$ cat src/verilog/scid_pkg.sv
// Package with test port constants, states and carrier types
package scid_pkg;

  // Test access port controller states
  typedef enum logic [3:0] {
    TLR, RTI, SELDR, CAPDR, SHDR, EX1DR, PDR, EX2DR, UPDR,
    SELIR, CAPIR, SHIR, EX1IR, PIR, EX2IR, UPIR
  } scid_tap_e;

  // Instruction register layout and codes
  localparam int         IR_W        = 4;
  localparam logic [3:0] INS_IDENT   = 4'h1;
  localparam logic [3:0] INS_BYPASS  = 4'hf;
  localparam logic [1:0] IR_CAPTURE  = 2'h1;
  localparam int         ID_W        = 32;
  // Identification value, arbitrary neutral value
  localparam logic [31:0] ID_VALUE   = 32'h0000_1001;

  // Synchroniser depth for pins
  localparam int SYNC_STAGES = 3;

  // Sampled link pins travel together
  typedef struct packed {
    logic tck;
    logic tms;
    logic tdi;
  } scid_pins_s;

endpackage : scid_pkg

$ cat src/verilog/scid_sync.sv
// Three-stage pin synchroniser with agreement of the last two stages
`timescale 1ns/1ps
module scid_sync #(
  parameter int WIDTH = 3
) (
  // Clock and reset
  input  wire logic             core_clk,
  input  wire logic             rst_n,
  // Pin side
  input  wire logic [WIDTH-1:0] pinIn,
  // Filtered level
  output logic      [WIDTH-1:0] pinOut
);

  // Refuse an empty bus at elaboration
  if (WIDTH < 1) begin : g_badWidth
    $error("scid_sync WIDTH must be at least 1");
  end

  logic [WIDTH-1:0] s1_ff, s2_ff, s3_ff, out_ff;
  logic [WIDTH-1:0] nxt_out;

  // A bit changes only once the second and third stages agree
  always_comb begin
    for (int i = 0; i < WIDTH; i++) begin
      nxt_out[i] = (s2_ff[i] == s3_ff[i]) ? s3_ff[i] : out_ff[i];
    end
  end

  // First stage feeds only the second
  always_ff @(posedge core_clk or negedge rst_n) begin
    if (!rst_n) begin
      s1_ff  <= '0;
      s2_ff  <= '0;
      s3_ff  <= '0;
      out_ff <= '0;
    end else begin
      s1_ff  <= pinIn;
      s2_ff  <= s1_ff;
      s3_ff  <= s2_ff;
      out_ff <= nxt_out;
    end
  end

  assign pinOut = out_ff;

endmodule : scid_sync

$ cat src/verilog/scid_tap.sv
// Boundary-scan test port with the identification path defect
// Functional notes
// - Identification shift feeds constant one instead of serial input.
// - Upstream bits passing through emerge as all ones.
// - Downstream members update with all ones under identification.
// - Test-Logic-Reset selects the identification instruction.
// - Alone in chain, identification value reads out correctly.
// - Identification register never takes scanned-in data.
`timescale 1ns/1ps
module scid_tap (
  // Core clock and reset
  input  wire logic core_clk,
  input  wire logic rst_n,
  // Test port pins
  input  wire logic tck,
  input  wire logic tms,
  input  wire logic tdi,
  input  wire logic trstN,
  // Serial output pin, driven while shifting
  output logic      tdo,
  output logic      tdoOe,
  // Observation
  output logic      identSel,
  output logic      tapReset
);

  logic rstS1_ff, rstS2_ff;
  wire  rstCore = rstS2_ff;

  // Reset release through two flops
  always_ff @(posedge core_clk or negedge rst_n) begin
    if (!rst_n) begin
      rstS1_ff <= 1'b0;
      rstS2_ff <= 1'b0;
    end else begin
      rstS1_ff <= 1'b1;
      rstS2_ff <= rstS1_ff;
    end
  end

  scid_pkg::scid_pins_s pinRaw, pinSync;
  assign pinRaw = '{tck: tck, tms: tms, tdi: tdi};

  // Test reset pin goes through the same filter width 1
  logic trstSyncN;

  scid_sync #(.WIDTH(3)) uPins (
    .core_clk (core_clk),
    .rst_n    (rstCore),
    .pinIn    (pinRaw),
    .pinOut   (pinSync)
  );

  scid_sync #(.WIDTH(1)) uTrst (
    .core_clk (core_clk),
    .rst_n    (rstCore),
    .pinIn    (trstN),
    .pinOut   (trstSyncN)
  );

  // Edge detection on the filtered test clock
  logic tckOld_ff;
  wire  tckRise = pinSync.tck & ~tckOld_ff;
  wire  tckFall = ~pinSync.tck & tckOld_ff;

  scid_pkg::scid_tap_e     state_ff, nxt_state;
  logic [3:0]              ir_ff, irSh_ff, nxt_ir, nxt_irSh;
  logic [31:0]             idSh_ff, nxt_idSh;
  logic                    byp_ff, nxt_byp;
  logic                    tdo_ff, nxt_tdo, oe_ff, nxt_oe;

  // State advance on rising test clock
  always_comb begin
    nxt_state = state_ff;
    if (tckRise) begin
      case (state_ff)
        scid_pkg::TLR:   nxt_state = pinSync.tms ? scid_pkg::TLR   : scid_pkg::RTI;
        scid_pkg::RTI:   nxt_state = pinSync.tms ? scid_pkg::SELDR : scid_pkg::RTI;
        scid_pkg::SELDR: nxt_state = pinSync.tms ? scid_pkg::SELIR : scid_pkg::CAPDR;
        scid_pkg::CAPDR: nxt_state = pinSync.tms ? scid_pkg::EX1DR : scid_pkg::SHDR;
        scid_pkg::SHDR:  nxt_state = pinSync.tms ? scid_pkg::EX1DR : scid_pkg::SHDR;
        scid_pkg::EX1DR: nxt_state = pinSync.tms ? scid_pkg::UPDR  : scid_pkg::PDR;
        scid_pkg::PDR:   nxt_state = pinSync.tms ? scid_pkg::EX2DR : scid_pkg::PDR;
        scid_pkg::EX2DR: nxt_state = pinSync.tms ? scid_pkg::UPDR  : scid_pkg::SHDR;
        scid_pkg::UPDR:  nxt_state = pinSync.tms ? scid_pkg::SELDR : scid_pkg::RTI;
        scid_pkg::SELIR: nxt_state = pinSync.tms ? scid_pkg::TLR   : scid_pkg::CAPIR;
        scid_pkg::CAPIR: nxt_state = pinSync.tms ? scid_pkg::EX1IR : scid_pkg::SHIR;
        scid_pkg::SHIR:  nxt_state = pinSync.tms ? scid_pkg::EX1IR : scid_pkg::SHIR;
        scid_pkg::EX1IR: nxt_state = pinSync.tms ? scid_pkg::UPIR  : scid_pkg::PIR;
        scid_pkg::PIR:   nxt_state = pinSync.tms ? scid_pkg::EX2IR : scid_pkg::PIR;
        scid_pkg::EX2IR: nxt_state = pinSync.tms ? scid_pkg::UPIR  : scid_pkg::SHIR;
        scid_pkg::UPIR:  nxt_state = pinSync.tms ? scid_pkg::SELDR : scid_pkg::RTI;
        default:         nxt_state = scid_pkg::TLR;
      endcase
    end
    if (!trstSyncN) nxt_state = scid_pkg::TLR;
  end

  wire isIdent = (ir_ff == scid_pkg::INS_IDENT);

  // Shift, capture and update of instruction and data paths
  always_comb begin
    nxt_ir   = ir_ff;
    nxt_irSh = irSh_ff;
    nxt_idSh = idSh_ff;
    nxt_byp  = byp_ff;
    nxt_tdo  = tdo_ff;
    nxt_oe   = oe_ff;
    if (state_ff == scid_pkg::TLR) begin
      nxt_ir = scid_pkg::INS_IDENT;
    end
    if (tckRise) begin
      case (state_ff)
        scid_pkg::CAPIR: nxt_irSh = {2'h0, scid_pkg::IR_CAPTURE};
        scid_pkg::SHIR:  nxt_irSh = {pinSync.tdi, irSh_ff[3:1]};
        // Capture reloads the fixed value; nothing scanned is kept
        scid_pkg::CAPDR: begin
          nxt_idSh = scid_pkg::ID_VALUE;
          nxt_byp  = 1'b0;
        end
        scid_pkg::SHDR: begin
          if (isIdent) begin
            // Constant one replaces serial input; follow
            nxt_idSh = {1'b1, idSh_ff[31:1]};
          end else begin
            nxt_byp = pinSync.tdi;
          end
        end
        default: nxt_irSh = irSh_ff;
      endcase
    end
    if (tckFall) begin
      if (state_ff == scid_pkg::UPIR) nxt_ir = irSh_ff;
      // Serial output from shift register, changing on falling clock
      nxt_oe = (state_ff == scid_pkg::SHDR) || (state_ff == scid_pkg::SHIR);
      if (state_ff == scid_pkg::SHIR)      nxt_tdo = irSh_ff[0];
      else if (isIdent)                    nxt_tdo = idSh_ff[0];
      else                                 nxt_tdo = byp_ff;
    end
  end

  // Registers of the test port
  always_ff @(posedge core_clk or negedge rstCore) begin
    if (!rstCore) begin
      tckOld_ff <= 1'b0;
      state_ff  <= scid_pkg::TLR;
      ir_ff     <= scid_pkg::INS_IDENT;
      irSh_ff   <= 4'h0;
      idSh_ff   <= 32'h0000_0000;
      byp_ff    <= 1'b0;
      tdo_ff    <= 1'b0;
      oe_ff     <= 1'b0;
    end else begin
      tckOld_ff <= pinSync.tck;
      state_ff  <= nxt_state;
      ir_ff     <= nxt_ir;
      irSh_ff   <= nxt_irSh;
      idSh_ff   <= nxt_idSh;
      byp_ff    <= nxt_byp;
      tdo_ff    <= nxt_tdo;
      oe_ff     <= nxt_oe;
    end
  end

  logic identSel_ff, tapReset_ff;
  always_ff @(posedge core_clk or negedge rstCore) begin
    if (!rstCore) begin
      identSel_ff <= 1'b1;
      tapReset_ff <= 1'b1;
    end else begin
      identSel_ff <= isIdent;
      tapReset_ff <= (state_ff == scid_pkg::TLR);
    end
  end

  assign tdo      = tdo_ff;
  assign tdoOe    = oe_ff;
  assign identSel = identSel_ff;
  assign tapReset = tapReset_ff;

  // Checks
  property p_inject_one;
    @(posedge core_clk) disable iff (!rstCore)
      (tckRise && state_ff == scid_pkg::SHDR && isIdent) |=> idSh_ff[31];
  endproperty
  a_inject_one: assert property (p_inject_one) else $error("ident shift did not inject one");

  property p_reset_ident;
    @(posedge core_clk) disable iff (!rstCore)
      (state_ff == scid_pkg::TLR) |=> isIdent;
  endproperty
  a_reset_ident: assert property (p_reset_ident) else $error("reset did not select ident");

  property p_capture_value;
    @(posedge core_clk) disable iff (!rstCore)
      (tckRise && state_ff == scid_pkg::CAPDR) |=> idSh_ff == scid_pkg::ID_VALUE;
  endproperty
  a_capture_value: assert property (p_capture_value) else $error("capture value wrong");

  property p_tms_reset;
    @(posedge core_clk) disable iff (!rstCore)
      (tckRise && state_ff == scid_pkg::SELIR && pinSync.tms && trstSyncN) |=> state_ff == scid_pkg::TLR;
  endproperty
  a_tms_reset: assert property (p_tms_reset) else $error("select-ir with tms high missed reset");

  property p_hold_state;
    @(posedge core_clk) disable iff (!rstCore)
      (!tckRise && trstSyncN) |=> $stable(state_ff);
  endproperty
  a_hold_state: assert property (p_hold_state) else $error("state moved without clock edge");

  property p_oe_shift;
    @(posedge core_clk) disable iff (!rstCore)
      (tckFall && state_ff == scid_pkg::SHDR) |=> tdoOe;
  endproperty
  a_oe_shift: assert property (p_oe_shift) else $error("output not enabled in shift");

  property p_out_ones;
    @(posedge core_clk) disable iff (!rstCore)
      (tckFall && isIdent && state_ff == scid_pkg::SHDR && idSh_ff == 32'hffff_ffff) |=> tdo;
  endproperty
  a_out_ones: assert property (p_out_ones) else $error("passed bits not all ones");

  property p_ir_update;
    @(posedge core_clk) disable iff (!rstCore)
      (tckFall && state_ff == scid_pkg::UPIR) |=> ir_ff == $past(irSh_ff);
  endproperty
  a_ir_update: assert property (p_ir_update) else $error("instruction not updated");

  c_ident_shift: cover property (@(posedge core_clk) tckRise && state_ff == scid_pkg::SHDR && isIdent);
  c_bypass_shift: cover property (@(posedge core_clk) tckRise && state_ff == scid_pkg::SHDR && !isIdent);
  c_ir_update: cover property (@(posedge core_clk) tckFall && state_ff == scid_pkg::UPIR);
  c_dr_pause: cover property (@(posedge core_clk) tckRise && state_ff == scid_pkg::PDR);

endmodule : scid_tap

$ cat config.mk
export PLATFORM = sky130hd
export DESIGN_NAME = scid_tap
export DESIGN_NICKNAME = d
export VERILOG_FILES = /design/src/verilog/scid_pkg.sv /design/src/verilog/scid_sync.sv /design/src/verilog/scid_tap.sv
export SDC_FILE = /design/constraint.sdc
export NUM_CORES = 1
export LEC_CHECK = 0
export ABC_AREA = 1
export BUFFER_PORTS_ARGS = -buffer_cell sky130_fd_sc_hd__buf_2
export CAP_MARGIN = 5
export CORE_MARGIN = 2
export CORE_UTILIZATION = 40
export DETAILED_ROUTE_END_ITERATION = 12
export PLACE_DENSITY = 0.59
export SLEW_MARGIN = 10
export SYNTH_ARGS = -nofsm -noshare
export SYNTH_HDL_FRONTEND = slang
export SYNTH_HIERARCHICAL = 1
export SYNTH_SLANG_ARGS = --single-unit
$ cat constraint.sdc
create_clock -name core_clk -period 4.8 [get_ports core_clk]
set_input_delay 0.96 -clock core_clk [delete_from_list [all_inputs] [get_ports core_clk]]
set_output_delay 0.96 -clock core_clk [all_outputs]
set_load 0.1 [all_outputs]
==> summary.txt <==
Logic synthesis
  – Post-synthesis sequential area ratio: around three fifths
  – Fraction of synthesized cell area in xor and xnor cells: 0%
  – Synth top area cells: sky130_fd_sc_hd__dfrtp_1, sky130_fd_sc_hd__nand2_1, sky130_fd_sc_hd__o21ai_0, sky130_fd_sc_hd__inv_1, sky130_fd_sc_hd__nand3_1
  – Multiplexer share of the synthesized area: 0%
  – Post-synth top area cell: sky130_fd_sc_hd__dfrtp_1
  – Mean post-synth cell area: 9.05 um2
  – Number of cells produced by synthesis: 317
  – Syn. warnings: 6
  – Syn nets: 323
  – Share of the synthesized area in the top cell type: between 50% and 60%
  – Dominant combinational cell family by area after synthesis: simple AND/OR/NAND/NOR gates
  – Cell area after technology mapping: roughly 2900 um2
  – #FFs+latches synth: 68
  – Share of the synthesized area in compound gates (AO/OA/AOI/OAI): between 10% and 20%
  – Adder-cell share of the synthesized area: 0%
  – Count of unique library cells instantiated by Yosys: 25
  – Simple logic cell fraction of the synthesized area: about a quarter

Clock network
  – Cell at the root of the clock tree: sky130_fd_sc_hd__clkbuf_8
  – Clk_lat worst skew: about 0.33 ns
  – CTS H-tree depth: 3
  – Clock transition at the registers of the reported paths: roughly 0.07 ns
  – Maximum number of buffers from clock root to sink: 2
  – Clock Sink Count: ~70
  – CTS tree: built
  – Number of resized instances in the post-cts repair step: 0
  – Cts-stage hold buffer count: 0
  – Setup repair bufs after CTS: 0
  – Number of buffers created by CTS: 9

STA
  – Crit path time final: between 2 and 2.5 ns
  – Highest clock frequency the design can meet: around 450 MHz
  – Share of the cycle needed by the critical path after routing: a little under half
  – Slew at the pin closest to its max-slew limit: 0.656 ns
  – RSZ-0062 raised after global routing: no
  – Worst slew margin relative to its limit: 56.1%
  – Final count of negative-setup-slack endpoints: 0
  – Max-slew violation count: 0
  – Clock Skew: ~0.0055 ns
  – Post-Route Setup TNS: 0 ns
  – Final hold violation count: 0

Pwr
  – Static leakage power: ~1.6 nW
  – Overall Power: 1.16 mW
  – Power density normalized to cell area: 369 nW/um2
  – Maximum ir drop on the vdd rail: 0.000181 V

Critical path
  – Standard cell with the maximum stage delay on the critical path: sky130_fd_sc_hd__dfstp_2
  – Worst Path Required: roughly 3.8 ns
  – Worst Path Arrival: around 1.3 ns
  – WP buf/inv: 1
  – Kind of end point of the critical path: output port
  – Top delay family on crit path: flip-flops
  – Cell breakdown of the critical path: buf_2
  – Largest stage delay on the critical path: a little over 0.5 ns
  – Maximum net fanout on the critical path: 1
  – Critical Setup Path Class: reg2out
  – Startpoint class of the critical path: flip-flop

Outcome
  – Status: complete, no violations

Global routing
  – Combined global-route utilization of all metal layers: about 14%
  – Global-route wire length before repair: about 8500 um
  – Antenna violations before repair: 0
  – Via count of the first global-routing pass: ~1,900
  – Maximum number of pins on one net before global-route repair: slightly above 50
  – Remaining global-route overflow: 0

Place
  – Final GP Congestion: 0.850
  – Number of placed cells counting well taps: approximately 410
  – Number of port buffers: 9
  – Detailed placer's ending HPWL: a little over 3000 um

Cells and area
  – Antenna diode count: 0
  – Final Net Count: around 330
  – Register area: approximately 1700 um2
  – Layout Area Growth over Synthesis: 9.95%
  – Final std cells w/o fill: between 400 and 500
  – Ratio of cells with drive above 1 in the final layout: a little over an eighth
  – Footprint of the multi-input gates: between 900 and 1000 um2
  – Fill cell count: between 600 and 700

Floorplanning
  – Die area: 7860 um2
  – Height of the chip: approximately 89 um
  – Effective utilization at floorplan: a little over two fifths
  – Number of rows created at floorplan: 30
  – Core Footprint: 6870 um2
  – Die width: 88.7 um
  – Number of ports placed on the die boundary: 10

Drt
  – Number of search-and-repair iterations in the first detailed-routing pass: 4
  – Count of antenna-violating nets left after detailed routing: 0
  – Total wire length: about 5000 um
  – Initial drt markers: 181
  – Total via count after detailed routing: between 2,000 and 2,500
  – Via-to-Cell Ratio: roughly 4.7
  – Post-detailed-route wirelength per cell: 11.5 um
  – Total DRC errors in the routed layout: 0

Hold path
  – Worst min path class: reg2async

Job
  – Max-cap violations: 0
==> synthesized netlist by cell type (all sizes together) <==
cell and n:
conb 1, nand3b 1, o21a 2, a21oi 7, a31oi 2, clkbuf 2
o211ai 1, nand3 17, inv 28, buf 8, nand2 107, nor2 28
dfstp 3, o21ai 44, nand4 1, dfrtp 65
==> cell type report <==
| class | instances | area share (%) |
|---|---|---|
| Clock buffer | 12 | 4.92 |
| Clock inverter | 4 | 1.51 |
| Inverter | 28 | 3.33 |
| Multi-Input combinational cell | 211 | 30.6 |
| Sequential cell | 68 | 54.1 |
| Tap cell | 96 | 3.81 |
| Timing Repair Buffer | 10 | 1.67 |
==> per-layer routing <==
| metal | GRT usage [%] | up-vias | routed length (um) |
|---|---|---|---|
| li1 | - | 1023 | - |
| met1 | 19.5 | 960 | 2600 |
| met2 | 20.6 | 45 | 2050 |
| met3 | 3.54 | 8 | 180 |
| met4 | 7.16 | 0 | 88 |
| met5 | 0 | - | 0 |
==> registers in the layout (all words and copies together), names as in the netlist <==
name / count
identSel: 1
uTrst/pinOut: 1
byp_ff: 1
tckOld_ff: 1
rstS1_ff: 1
rstCore: 1
idSh_ff: 32
uTrst/s3_ff: 1
tapReset: 1
uTrst/s1_ff: 1
uPins/s1_ff: 3
uPins/s2_ff: 3
uPins/pinOut: 3
uPins/s3_ff: 3
uTrst/s2_ff: 1
ir_ff: 4
tdo: 1
tdoOe: 1
irSh_ff: 4
state_ff: 4
==> where the power goes <==
group	internal, mW	switching (mW)
Clock	0.267	0.206
Combinational	0.0148	0.0708
Sequential	0.590	0.0148
Total	0.872	0.292
==> through the flow <==
stage               worst slack, ns  utilization (%)  area [um2]  hold slack, ns
floorplan                      2.77                -        2870           0.331
global placement               2.94             43.0        2950           0.195
detailed placement             2.94             43.0        2950           0.194
CTS                            2.56             45.9        3150           0.200
global route                   2.54             45.9        3150           0.220
finish                         2.59             45.9        3150           0.184
==> cell families (layout without fill, tap and decap cells) <==
kind of cell | Yosys count | after routing
and+or+nand+nor | 154 | 154
other | 1 | 1
buffers and inverters | 38 | 54
DFF | 68 | 68
AOI/OAI and AO/OA | 56 | 56
==> path summary, 6_finish.rpt <==
kind	cells past startpoint	to	slack, ns	from
setup reg to reg	7	idSh_ff[0]$_DFFE_PN0P_	2.98	state_ff[0]$_DFFE_PN0P_
setup / recovery	1	identSel	2.59	identSel$_DFF_PN1_
hold / removal	0	uPins/s1_ff[2]$_DFF_PN0_	0.18	rstCore$_DFF_PN0_
hold reg to reg	0	uPins/s1_ff[2]$_DFF_PN0_	0.18	rstCore$_DFF_PN0_
max in group asynchronous	1	idSh_ff[13]$_DFFE_PN0P_	3.66	rstCore$_DFF_PN0_
min in group core_clk	0	uPins/s2_ff[0]$_DFF_PN0_	0.35	uPins/s1_ff[0]$_DFF_PN0_
==> placed cells by master, fill, tap and decap left out, drive strengths merged, types with 2 or more instances in the layout <==
| cell type | count |
|---|---|
| inv | 28 |
| dfstp | 3 |
| a21oi | 7 |
| nor2 | 28 |
| a31oi | 2 |
| o21a | 2 |
| clkinv | 2 |
| clkbuf | 12 |
| dfrtp | 65 |
| nand2 | 107 |
| buf | 10 |
| o21ai | 44 |
| nand3 | 17 |
(Power assumes the default switching activity.)
